File: src/include/timer_pkg.sv
// timer_pkg: register map, field positions and reset values of the basic
// up-count timer. assumes a 32-bit avalon-mm slave with word addressing
// in bytes; registers hold 16 bits in the low half.
package timer_pkg;

	// ********************************************************************
	// register offsets (byte addresses)
	// ********************************************************************
	localparam logic [7:0] ctrl_off = 8'h00;
	localparam logic [7:0] int_enable_off = 8'h0C;
	localparam logic [7:0] status_off = 8'h10;
	localparam logic [7:0] event_gen_off = 8'h14;
	localparam logic [7:0] counter_off = 8'h24;
	localparam logic [7:0] prescaler_off = 8'h28;
	localparam logic [7:0] reload_off = 8'h2C;

	// ********************************************************************
	// field positions
	// ********************************************************************
	localparam int count_enable_pos = 0;
	localparam int update_disable_pos = 1;
	localparam int update_source_pos = 2;
	localparam int reload_preload_pos = 7;
	localparam int update_ie_pos = 0;
	localparam int update_de_pos = 8;
	localparam int update_flag_pos = 0;
	localparam int sw_update_pos = 0;

	// ********************************************************************
	// reset values
	// ********************************************************************
	localparam logic [15:0] reload_reset = 16'hFFFF;
	localparam logic [15:0] prescaler_reset = 16'h0000;
	localparam logic [15:0] counter_reset = 16'h0000;
	localparam logic [31:0] unmapped_read = 32'h0000_0000;

	typedef struct packed {
		logic reload_preload_enable;
		logic update_request_source_select;
		logic update_disable;
		logic count_enable_bit;
	} ctrl_t;

	typedef struct packed {
		logic irq_enable;
		logic dma_enable;
	} enable_t;

endpackage

File: src/hdl/basic_upcount_timer.sv
// basic_upcount_timer: 16-bit prescaled up-counter with auto-reload,
// update event, sticky update flag, interrupt and dma request.
// assumes mclk is the internal timer clock and debug_halt_stop comes
// from a foreign domain (debug block) and is synchronised here.
//
// How it works
// - sixteen-bit up-only counter reloading automatically at the auto-reload value
// - prescaler divides by stored value plus one, ratios 1 to 65536
// - prescaler writes are buffered, taking effect at the next update event
// - reload writes reach shadow at once without preload, else at update
// - overflow or software update makes an update event, only if not disabled
// - counter clock runs only when enabled, starting one cycle after enabling
// - counter steps zero to reload value, wraps to zero with overflow
// - software update with source select set does not set the flag
// - qualifying update sets flag, loads prescaler and preloaded reload shadows
// - while update disabled, the prescaler and preloaded reload buffers do not reach the shadows
// - update clears counter and prescaler count, keeps the division value
// - once enabled, the prescaler is clocked from the internal timer clock
// - prescaler, counter and reload registers are accessible at any time
// - interrupt and dma requests come only from the update event
// - a zero auto-reload value stops the counter
// - during debug halt the counter freezes when the stop bit is set
`timescale 1ns/1ps
`default_nettype none

module basic_upcount_timer (
	input wire logic mclk,
	input wire logic reset_n,
	input wire logic [7:0] address,
	input wire logic read,
	input wire logic write,
	input wire logic [31:0] writedata,
	input wire logic [3:0] byteenable,
	output logic [31:0] readdata,
	output logic waitrequest,
	input wire logic debug_halt,
	input wire logic debug_halt_stop,
	output logic irq,
	output logic dma_req
);

	// ********************************************************************
	// bus slave: one wait cycle per access, answer on the second edge
	// ********************************************************************
	logic ack_reg;
	logic access;
	logic wr_hit;
	logic lo_en;

	assign access = (read || write) && !ack_reg;
	// a write lands on the edge at which the master sees waitrequest low
	assign wr_hit = write && ack_reg;
	assign lo_en = byteenable[0] || byteenable[1];

	always_ff @(posedge mclk or negedge reset_n) begin
		if (!reset_n) begin
			ack_reg <= 1'b0;
			waitrequest <= 1'b1;
		end else begin
			ack_reg <= access;
			waitrequest <= !access;
		end
	end

	// ********************************************************************
	// debug halt inputs: two-stage synchronisers
	// ********************************************************************
	logic [1:0] halt_sync_reg;
	logic [1:0] stop_sync_reg;
	logic frozen;

	always_ff @(posedge mclk or negedge reset_n) begin
		if (!reset_n) begin
			halt_sync_reg <= 2'b00;
			stop_sync_reg <= 2'b00;
		end else begin
			halt_sync_reg <= {halt_sync_reg[0], debug_halt};
			stop_sync_reg <= {stop_sync_reg[0], debug_halt_stop};
		end
	end

	assign frozen = halt_sync_reg[1] && stop_sync_reg[1];

	// ********************************************************************
	// control and enables
	// ********************************************************************
	timer_pkg::ctrl_t ctrl_reg;
	timer_pkg::enable_t enable_reg;

	always_ff @(posedge mclk or negedge reset_n) begin
		if (!reset_n) begin
			ctrl_reg <= '0;
		end else if (wr_hit && address == timer_pkg::ctrl_off && byteenable[0]) begin
			ctrl_reg.count_enable_bit <=
				writedata[timer_pkg::count_enable_pos];
			ctrl_reg.update_disable <= writedata[timer_pkg::update_disable_pos];
			ctrl_reg.update_request_source_select <=
				writedata[timer_pkg::update_source_pos];
			ctrl_reg.reload_preload_enable <=
				writedata[timer_pkg::reload_preload_pos];
		end
	end

	always_ff @(posedge mclk or negedge reset_n) begin
		if (!reset_n) begin
			enable_reg <= '0;
		end else if (wr_hit && address == timer_pkg::int_enable_off && lo_en) begin
			enable_reg.irq_enable <= writedata[timer_pkg::update_ie_pos];
			enable_reg.dma_enable <= writedata[timer_pkg::update_de_pos];
		end
	end

	// ********************************************************************
	// update event generation
	// ********************************************************************
	logic [15:0] count_reg;
	logic [15:0] presc_count_reg;
	logic [15:0] presc_buf_reg;
	logic [15:0] presc_shadow_reg;
	logic [15:0] reload_buf_reg;
	logic [15:0] reload_shadow_reg;
	logic sw_update_reg;
	logic update_flag_reg;
	logic tick;
	logic overflow;
	logic update_event;
	logic flag_set;
	logic cnt_wr;
	logic running;

	always_ff @(posedge mclk or negedge reset_n) begin
		if (!reset_n) begin
			sw_update_reg <= 1'b0;
		end else begin
			sw_update_reg <= wr_hit && address == timer_pkg::event_gen_off &&
				byteenable[0] && writedata[timer_pkg::sw_update_pos];
		end
	end

	assign running = ctrl_reg.count_enable_bit && !frozen &&
		reload_shadow_reg != 16'h0000;
	assign tick = running && presc_count_reg >= presc_shadow_reg;
	assign overflow = tick && count_reg >= reload_shadow_reg;
	assign update_event = !ctrl_reg.update_disable &&
		(overflow || sw_update_reg);
	assign flag_set = !ctrl_reg.update_disable && (overflow ||
		(sw_update_reg && !ctrl_reg.update_request_source_select));
	assign cnt_wr = wr_hit && address == timer_pkg::counter_off && lo_en;

	// ********************************************************************
	// prescaler and counter
	// ********************************************************************
	// clear on update
	always_ff @(posedge mclk or negedge reset_n) begin
		if (!reset_n) begin
			presc_count_reg <= 16'h0000;
		end else if (update_event || tick) begin
			presc_count_reg <= 16'h0000;
		end else if (running) begin
			presc_count_reg <= presc_count_reg + 16'h0001;
		end
	end

	always_ff @(posedge mclk or negedge reset_n) begin
		if (!reset_n) begin
			count_reg <= timer_pkg::counter_reset;
		end else if (update_event || (overflow && ctrl_reg.update_disable)) begin
			count_reg <= 16'h0000;
		end else if (cnt_wr) begin
			count_reg <= writedata[15:0];
		end else if (tick) begin
			count_reg <= count_reg + 16'h0001;
		end
	end

	// ********************************************************************
	// buffered settings
	// ********************************************************************
	// prescaler buffer
	always_ff @(posedge mclk or negedge reset_n) begin
		if (!reset_n) begin
			presc_buf_reg <= timer_pkg::prescaler_reset;
		end else if (wr_hit && address == timer_pkg::prescaler_off && lo_en) begin
			presc_buf_reg <= writedata[15:0];
		end
	end

	always_ff @(posedge mclk or negedge reset_n) begin
		if (!reset_n) begin
			presc_shadow_reg <= timer_pkg::prescaler_reset;
		end else if (update_event) begin
			presc_shadow_reg <= presc_buf_reg;
		end
	end

	always_ff @(posedge mclk or negedge reset_n) begin
		if (!reset_n) begin
			reload_buf_reg <= timer_pkg::reload_reset;
		end else if (wr_hit && address == timer_pkg::reload_off && lo_en) begin
			reload_buf_reg <= writedata[15:0];
		end
	end

	// reload shadow
	// without preload the shadow tracks the buffer on every cycle
	always_ff @(posedge mclk or negedge reset_n) begin
		if (!reset_n) begin
			reload_shadow_reg <= timer_pkg::reload_reset;
		end else if (!ctrl_reg.reload_preload_enable) begin
			reload_shadow_reg <= reload_buf_reg;
		end else if (update_event) begin
			reload_shadow_reg <= reload_buf_reg;
		end
	end

	// ********************************************************************
	// status flag, interrupt and dma request
	// ********************************************************************
	// sticky flag, set beats clear
	always_ff @(posedge mclk or negedge reset_n) begin
		if (!reset_n) begin
			update_flag_reg <= 1'b0;
		end else if (flag_set) begin
			update_flag_reg <= 1'b1;
		end else if (wr_hit && address == timer_pkg::status_off &&
			byteenable[0] && writedata[timer_pkg::update_flag_pos]) begin
			update_flag_reg <= 1'b0;
		end
	end

	always_ff @(posedge mclk or negedge reset_n) begin
		if (!reset_n) begin
			irq <= 1'b0;
			dma_req <= 1'b0;
		end else begin
			irq <= (update_flag_reg || flag_set) && enable_reg.irq_enable;
			dma_req <= flag_set && enable_reg.dma_enable;
		end
	end

	// ********************************************************************
	// read data
	// ********************************************************************
	always_ff @(posedge mclk or negedge reset_n) begin
		if (!reset_n) begin
			readdata <= timer_pkg::unmapped_read;
		end else if (access && read) begin
			if (address == timer_pkg::ctrl_off) begin
				readdata <= {24'h000000, ctrl_reg.reload_preload_enable, 4'h0,
					ctrl_reg.update_request_source_select,
					ctrl_reg.update_disable, ctrl_reg.count_enable_bit};
			end else if (address == timer_pkg::int_enable_off) begin
				readdata <= {23'h000000, enable_reg.dma_enable, 7'h00,
					enable_reg.irq_enable};
			end else if (address == timer_pkg::status_off) begin
				readdata <= {31'h00000000, update_flag_reg};
			end else if (address == timer_pkg::counter_off) begin
				readdata <= {16'h0000, count_reg};
			end else if (address == timer_pkg::prescaler_off) begin
				readdata <= {16'h0000, presc_buf_reg};
			end else if (address == timer_pkg::reload_off) begin
				readdata <= {16'h0000, reload_buf_reg};
			end else begin
				readdata <= timer_pkg::unmapped_read;
			end
		end
	end

	// ********************************************************************
	// checks
	// ********************************************************************
	a_wrap_to_zero: assert property (@(posedge mclk) disable iff (!reset_n)
		overflow && !cnt_wr |=> count_reg == 16'h0000)
		else $error("counter did not wrap to zero");
	a_zero_reload_stops: assert property (@(posedge mclk) disable iff (!reset_n)
		reload_shadow_reg == 16'h0000 && !sw_update_reg && !cnt_wr
		|=> $stable(count_reg))
		else $error("counter moved with zero reload");
	a_disabled_holds: assert property (@(posedge mclk) disable iff (!reset_n)
		!ctrl_reg.count_enable_bit && !sw_update_reg && !cnt_wr
		|=> $stable(count_reg))
		else $error("counter moved while disabled");
	a_quiet_source: assert property (@(posedge mclk) disable iff (!reset_n)
		sw_update_reg && !overflow && ctrl_reg.update_request_source_select
		&& !update_flag_reg |=> !update_flag_reg)
		else $error("quiet update set the flag");
	a_flag_on_overflow: assert property (@(posedge mclk) disable iff (!reset_n)
		overflow && !ctrl_reg.update_disable |=> update_flag_reg)
		else $error("overflow did not set flag");
	a_no_update_disabled: assert property (@(posedge mclk) disable iff (!reset_n)
		ctrl_reg.update_disable |=> $stable(presc_shadow_reg))
		else $error("shadow loaded while updates disabled");
	a_presc_clear: assert property (@(posedge mclk) disable iff (!reset_n)
		update_event |=> presc_count_reg == 16'h0000 &&
		presc_shadow_reg == $past(presc_buf_reg))
		else $error("prescaler not reset on update");
	a_irq_gated: assert property (@(posedge mclk) disable iff (!reset_n)
		irq |-> $past(enable_reg.irq_enable))
		else $error("interrupt without enable");
	a_dma_source: assert property (@(posedge mclk) disable iff (!reset_n)
		dma_req |-> $past(flag_set))
		else $error("dma request without update");
	a_flag_sticky: assert property (@(posedge mclk) disable iff (!reset_n)
		update_flag_reg && !wr_hit |=> update_flag_reg)
		else $error("flag dropped without software");
	a_update_clears: assert property (
		@(posedge mclk) disable iff (!reset_n)
		update_event |=> count_reg == 16'h0000)
		else $error("update did not clear counter");
	a_count_steps: assert property (
		@(posedge mclk) disable iff (!reset_n)
		tick && !overflow && !update_event && !cnt_wr
		|=> count_reg == $past(count_reg) + 16'h0001)
		else $error("counter did not step by one");
	a_presc_steps: assert property (
		@(posedge mclk) disable iff (!reset_n)
		running && !tick && !update_event
		|=> presc_count_reg == $past(presc_count_reg) + 16'h0001)
		else $error("prescaler count did not step");
	a_reload_direct: assert property (
		@(posedge mclk) disable iff (!reset_n)
		!ctrl_reg.reload_preload_enable
		|=> reload_shadow_reg == $past(reload_buf_reg))
		else $error("reload shadow did not follow buffer");
	a_reload_held: assert property (
		@(posedge mclk) disable iff (!reset_n)
		ctrl_reg.reload_preload_enable && !update_event
		|=> $stable(reload_shadow_reg))
		else $error("preloaded reload shadow moved early");
	a_sw_update_clear: assert property (
		@(posedge mclk) disable iff (!reset_n)
		sw_update_reg |=> !sw_update_reg)
		else $error("software update request stuck");
	a_count_hold_frozen: assert property (
		@(posedge mclk) disable iff (!reset_n)
		frozen && !sw_update_reg && !cnt_wr |=> $stable(count_reg))
		else $error("counter moved while frozen");

endmodule

`default_nettype wire

File: config.mk
export PLATFORM = sky130hd
export DESIGN_NAME = basic_upcount_timer
export DESIGN_NICKNAME = d
export VERILOG_FILES = /design/src/include/timer_pkg.sv /design/src/hdl/basic_upcount_timer.sv
export SDC_FILE = /design/constraint.sdc
export NUM_CORES = 1
export LEC_CHECK = 0
export ABC_AREA = 1
export BUFFER_PORTS_ARGS = -buffer_cell sky130_fd_sc_hd__buf_2
export CORE_MARGIN = 4
export CORE_UTILIZATION = 50
export DETAILED_ROUTE_END_ITERATION = 16
export PLACE_DENSITY = 0.68
export SETUP_SLACK_MARGIN = 0.4
export SLEW_MARGIN = 20
export SYNTH_ARGS = -nofsm -noshare
export SYNTH_HDL_FRONTEND = slang
export SYNTH_SLANG_ARGS = --single-unit
export TNS_END_PERCENT = 5
File: constraint.sdc
create_clock -name mclk -period 4.5 [get_ports mclk]
set_input_delay 1.35 -clock mclk [delete_from_list [all_inputs] [get_ports mclk]]
set_output_delay 1.35 -clock mclk [all_outputs]
set_load 0.005 [all_outputs]
Yosys cells after proc, flatten, opt, wreduce, memory -nomap -nowiden --
Cells that the tools add are included.
Storage, ports and cells: output and inout bits 35, input port bits 50, register bits 144
Cells by class: add/sub/neg operators 2, reductions and logical operators 47, mux-type cells 15, magnitude comparators 2, eq/ne operators 7
Operators with widths (count):
- 16-bit two-way mux | 11
- 32-bit two-way mux | 2
- 16-bit by 1-bit adder with 16-bit output, second input constant | 2
- 16-bit greater-or-equal comparator | 2
- 1-bit logical AND | 30
- 8-bit by 6-bit equality test with 1-bit output, second input constant | 3
- 8-bit by 5-bit equality test with 1-bit output, second input constant | 2
- 16-bit nonzero test | 1
- 8-bit by 4-bit equality test with 1-bit output, second input constant | 1
- 8-bit logical NOT | 1
- 1-bit logical OR | 7
- 1-bit logical NOT | 5
- 2-bit nonzero test | 2
- 3-bit nonzero test | 1
- 1-bit two-way mux | 2
- 2-bit by 1-bit != test with 1-bit output, second input constant | 1

Longest topological paths before layout --
word-level depth 10, gate-level depth with buffers 17, mapped depth without buffers 16

Worst setup path after synthesis --
No wires, ideal clock.
kind input port to flip-flop, start input address[1], end register count_reg[6], stages 11, arrival time 2.366 ns, required time 4.383 ns, setup slack 2.016 ns, cells stage by stage nor2_2 nand2_2 nor2_4 nand2_4 nor2_4 inv_2 buf_6 nand3b_1 o21ai_1 nand3_1 nand2_1
On the way: word-level cells in the longest chain between the ends 5
Ends and longest elaborated chain:
- from (decl) | line basic_upcount_timer.sv:29 | input wire logic [7:0] address,
- 8-bit by 6-bit equality test with 1-bit output (*) | line basic_upcount_timer.sv:148 | assign cnt_wr = wr_hit && address == timer_pkg::counter_off && lo_en;
- 1-bit logical AND (*) (2 in a row) | line basic_upcount_timer.sv:148
- 16-bit two-way mux | line basic_upcount_timer.sv:169 | end else if (cnt_wr) begin
- 16-bit two-way mux | line basic_upcount_timer.sv:167 | end else if (update_event || (overflow && ctrl_reg.update_disable)) begin
- to (signal assigned) | line basic_upcount_timer.sv:166 | count_reg <= timer_pkg::counter_reset;
- to (signal assigned) | line basic_upcount_timer.sv:170 | count_reg <= writedata[15:0];
- to (signal assigned) | line basic_upcount_timer.sv:172 | count_reg <= count_reg + 16'h0001;
- to (decl) | line basic_upcount_timer.sv:116 | logic [15:0] count_reg;
Every way passes the cells marked *; elsewhere a longest branch is shown, timed or not. A chain may end at the register's enable or synchronous reset.

Worst setup path after layout --
start register reload_shadow_reg[15], end register presc_shadow_reg[15]
On the way: word-level cells in the longest chain between the ends 6
Ends and longest elaborated chain:
- from (decl) | line basic_upcount_timer.sv:121 | logic [15:0] reload_shadow_reg;
- from (signal assigned) | line basic_upcount_timer.sv:208 | reload_shadow_reg <= timer_pkg::reload_reset;
- from (signal assigned) | line basic_upcount_timer.sv:210 | reload_shadow_reg <= reload_buf_reg;
- from (signal assigned) | line basic_upcount_timer.sv:212 | reload_shadow_reg <= reload_buf_reg;
- branches (longest 3 deep; another with 16-bit greater-or-equal comparator)
- 1-bit logical AND (*) | line basic_upcount_timer.sv:143 | assign overflow = tick && count_reg >= reload_shadow_reg;
- 1-bit logical OR (*) | line basic_upcount_timer.sv:145 | (overflow || sw_update_reg);
- 1-bit logical AND (*) | line basic_upcount_timer.sv:144 | assign update_event = !ctrl_reg.update_disable &&
- to (signal assigned) | line basic_upcount_timer.sv:190 | presc_shadow_reg <= timer_pkg::prescaler_reset;
- to (signal assigned) | line basic_upcount_timer.sv:192 | presc_shadow_reg <= presc_buf_reg;
- to (decl) | line basic_upcount_timer.sv:119 | logic [15:0] presc_shadow_reg;
Mark *: on every way between the ends.

==> reports/summary.log <==
qor: detailed_routing.final_antenna_net_count 0
qor: cells_and_area.mostFrequentLayoutCell sky130_fd_sc_hd__nand2_1
qor: floorplanning.die_area 16570 um2
qor: synthesis.synth-edff-count 0
qor: power_and_ir_drop.power.density_cell_area 355.6 nW/um2
qor: placed_design.post-place-ws 1505 ps
qor: global_route.globalRouteMet1Util 0.3175
qor: cells_and_area.design.final.nets 1028
qor: power_and_ir_drop.seq_power_share 0.405
qor: synthesis.synth.largest_area_cell sky130_fd_sc_hd__dfrtp_1
qor: global_route.grt_max_degree 71
qor: global_route.first_pass_grt_wire_length 30840 um
qor: synthesis.synthTopCellsByArea sky130_fd_sc_hd__dfrtp_1, sky130_fd_sc_hd__nand2_1, sky130_fd_sc_hd__dfstp_2
qor: clocking.cts_setup_buffers 0
qor: critical_path.critical_path.startpoint_type flip-flop
qor: placed_design.io_buffer_count 50
qor: global_route.use_met3 0.06849
qor: detailed_routing.avgRoutedWirePerCell 16.63 um
qor: cells_and_area.area.growth.synth_to_final 13.22%
qor: floorplanning.count_of_standard_cell_rows 43
qor: sta.count_of_final_hold_check_violations 0
qor: synthesis.synth_top_area_share 0.3262
qor: cells_and_area.fin_cells 1137
qor: critical_path.setup.reg_to_reg.worst_slack 1870 ps
qor: global_route.grt_antenna_before_repair 0
qor: critical_path.critPathCapture presc_shadow_reg[15]$_DFFE_PN0P_
qor: synthesis.synthesis.yosys.warnings 0
qor: sta.fin_crit 2625 ps
qor: sta.setup_ws 1875 ps
qor: hold_path.worst_hold_startpoint stop_sync_reg[0]$_DFF_PN0_
qor: power_and_ir_drop.internal_power 2.287 mW
qor: cells_and_area.layout-drive-gt1-share 0.1776
qor: clocking.clk_latency 430 ps
qor: power_and_ir_drop.pwr-share-clk 0.550
qor: cells_and_area.mostFrequentLayoutCells sky130_fd_sc_hd__nand2_1, sky130_fd_sc_hd__inv_1, sky130_fd_sc_hd__dfrtp_1
qor: synthesis.ys.flop_type sky130_fd_sc_hd__dfrtp_1
qor: sta.timing.slew.headroom 0.4749
qor: floorplanning.boundaryPins 85
qor: floorplanning.effective_utilization_at_floorplan 0.5170
qor: global_route.grt_util_met2 0.3784
qor: floorplanning.chipHeight 128.7 um
qor: detailed_routing.detail_route.wirelength 18900 um
qor: floorplanning.area_of_the_core 14100 um2
qor: floorplanning.die_width 128.7 um
qor: power_and_ir_drop.power.share.switching 0.2207
qor: sta.totalNegativeSetupSlack 0 ps
qor: sta.timing.final.crit_share 0.5834
qor: global_route.vias_in_the_first_global_route 6042
qor: detailed_routing.drt-vias-per-instance 5.403
qor: critical_path.r2r_cells 12
qor: hold_path.hold_path_depth 0
qor: detailed_routing.drt-pass1-iter-count 5
qor: sta.final-setup-viol-count 0
qor: clocking.post_cts_sizing_count 0
qor: cells_and_area.diodes 0
qor: critical_path.worst-setup-path-type flip-flop to flip-flop
qor: outcome.run_status finished clean
qor: clocking.clk_pin_slew_worst_paths 60 ps
qor: critical_path.r2r-end presc_shadow_reg[15]$_DFFE_PN0P_
qor: power_and_ir_drop.p_sw 0.6475 mW
qor: clocking.clock_sink_count 128
qor: placed_design.gp_congestion 0.8667
qor: synthesis.synth_area 7288 um2
qor: power_and_ir_drop.peakVddDrop 0.2573 mV
qor: clocking.cts_max_level 4
qor: synthesis.postSynthRegisterBits 128
qor: clocking.tritoncts built
qor: sta.rsz0062_at_grt false
qor: critical_path.critPathMaxFanout 22
qor: power_and_ir_drop.pwr-share-comb 0.045
qor: critical_path.crit_path_start reload_shadow_reg[15]$_DFFE_PN1P_
qor: clocking.clockRootBuffer sky130_fd_sc_hd__clkbuf_16
qor: global_route.gr-total-overflow 0
qor: critical_path.cp_data_arrival_time 2970 ps
qor: critical_path.setup.worst_path.end_class flip-flop
qor: detailed_routing.count_of_routing_violations_after_the_opening_detailed_route_iteration 402
qor: synthesis.avgSynthCellArea 8.098 um2
qor: synthesis.synth_seq_area_share 0.4452
qor: synthesis.async_reset_ff_frac 1.000
qor: sta.timing.fmax 380.9 MHz
qor: global_route.total_routing_resource_utilization_after_global_routing 0.2409
qor: critical_path.critPathRequiredTime 4850 ps
qor: clocking.cts-buffers-inserted 17
qor: clocking.cts_hold_repair.buffers 0
qor: detailed_routing.detailed_route_via_count 6143
qor: job.cap_viol_max_count 0
qor: clocking.cts.path.max_buffers 2
qor: synthesis.post_synth_num_cell_types 46
qor: synthesis.synth_cells 900
qor: critical_path.r2r_start reload_shadow_reg[15]$_DFFE_PN1P_
qor: sta.timing.clock.skew 7.599 ps
qor: power_and_ir_drop.leakage 4.022 nW
qor: global_route.globalRoute.busiestLayer met2
qor: sta.tightestPinTransition 787.7 ps
qor: sta.slew_viol_final 0
qor: placed_design.placed_insts 1105
qor: hold_path.min_path_type flip-flop to flip-flop
qor: placed_design.dp_hpwl 13060 um
qor: sta.hold_ws 347.3 ps
qor: detailed_routing.remaining_drc_errors 0
==> per-layer routing <==
| layer | up-vias | part of all wire |
|---|---|---|
| met4 | 0 | 0.028 |
| met2 | 190 | 0.47 |
| met5 | - | 0 |
| met1 | 2910 | 0.44 |
| li1 | 2992 | - |
| met3 | 51 | 0.065 |
==> Yosys cell counts, types with 5 or more instances <==
cell                       count
sky130_fd_sc_hd__o21ai_1      16
sky130_fd_sc_hd__o211ai_1      6
sky130_fd_sc_hd__dfrtp_1      95
sky130_fd_sc_hd__buf_4        21
sky130_fd_sc_hd__inv_1        99
sky130_fd_sc_hd__o21ai_0      58
sky130_fd_sc_hd__a21oi_1      22
sky130_fd_sc_hd__nor2_1       39
sky130_fd_sc_hd__nand4_1      29
sky130_fd_sc_hd__nor3_1       13
sky130_fd_sc_hd__clkbuf_1      8
sky130_fd_sc_hd__nor2_2        5
sky130_fd_sc_hd__ha_1         34
sky130_fd_sc_hd__dfstp_2      33
sky130_fd_sc_hd__nand3_1      66
sky130_fd_sc_hd__xor2_1       16
sky130_fd_sc_hd__nand3_2       7
sky130_fd_sc_hd__buf_2        11
sky130_fd_sc_hd__inv_2         9
sky130_fd_sc_hd__nand2_2       9
sky130_fd_sc_hd__nand2_1     257
sky130_fd_sc_hd__o21ai_2       7
==> cells by family after synthesis <==
family	synth area share
flip-flops	0.4451
other	0.0005145
XOR/XNOR	0.02043
AND/OR/NAND/NOR	0.2824
AO/OA/AOI/OAI	0.09528
buffers and inverters	0.09785
adder cells (fa/ha/maj)	0.05837
==> area by class of cell <==
class                   instances  area (um2)
clock buffers                  20       456.7
clock inverters                12       230.2
fillers                      1285        5844
inverters                     108       405.4
multi-input cells             634        3387
flip-flops and latches        128        3244
well taps                     180       225.2
repair buffers                 55       302.8
==> worst max-delay path: stages, from the launching register on <==
cell and delay, ps:
sky130_fd_sc_hd__dfstp_2 530, sky130_fd_sc_hd__inv_1 60, sky130_fd_sc_hd__ha_1 300, sky130_fd_sc_hd__nand2_2 90, sky130_fd_sc_hd__o21bai_1 110, sky130_fd_sc_hd__nand2_1 60, sky130_fd_sc_hd__a21oi_1 260, sky130_fd_sc_hd__nand3_2 180
sky130_fd_sc_hd__nand3_2 130, sky130_fd_sc_hd__nand2_2 180, sky130_fd_sc_hd__nand2_2 430, sky130_fd_sc_hd__nand2_1 140, sky130_fd_sc_hd__o21ai_2 80
==> worst min path at each step <==
stage	endpoint	slack (ps)
final	stop_sync_reg[1]$_DFF_PN0_	350
after global routing	stop_sync_reg[1]$_DFF_PN0_	370
after CTS	stop_sync_reg[1]$_DFF_PN0_	350
after detailed placement	stop_sync_reg[1]$_DFF_PN0_	340
after global placement	halt_sync_reg[1]$_DFF_PN0_	330
after floorplan	halt_sync_reg[1]$_DFF_PN0_	330
==> per-stage QoR <==
step                instance area (um2)  total power, mW    util
CTS                                8252            2.948  0.5854
floorplan                          7345            1.281       -
detailed placement                 7565            1.339  0.5367
finish                             8252            2.934  0.5854
global placement                   7565            1.337  0.5367
global route                       8252            3.028  0.5854
==> power groups by stage <==
| stage | sequential (mW) | combinational [mW] | clock (mW) |
|---|---|---|---|
| after global routing | 1.19 | 0.151 | 1.69 |
| after CTS | 1.19 | 0.133 | 1.63 |
| after global placement | 1.21 | 0.131 | 0 |
| after floorplan | 1.20 | 0.0771 | 0 |
| final | 1.19 | 0.131 | 1.61 |
| after detailed placement | 1.21 | 0.132 | 0 |
No activity file was read; power rests on OpenSTA's default activity.
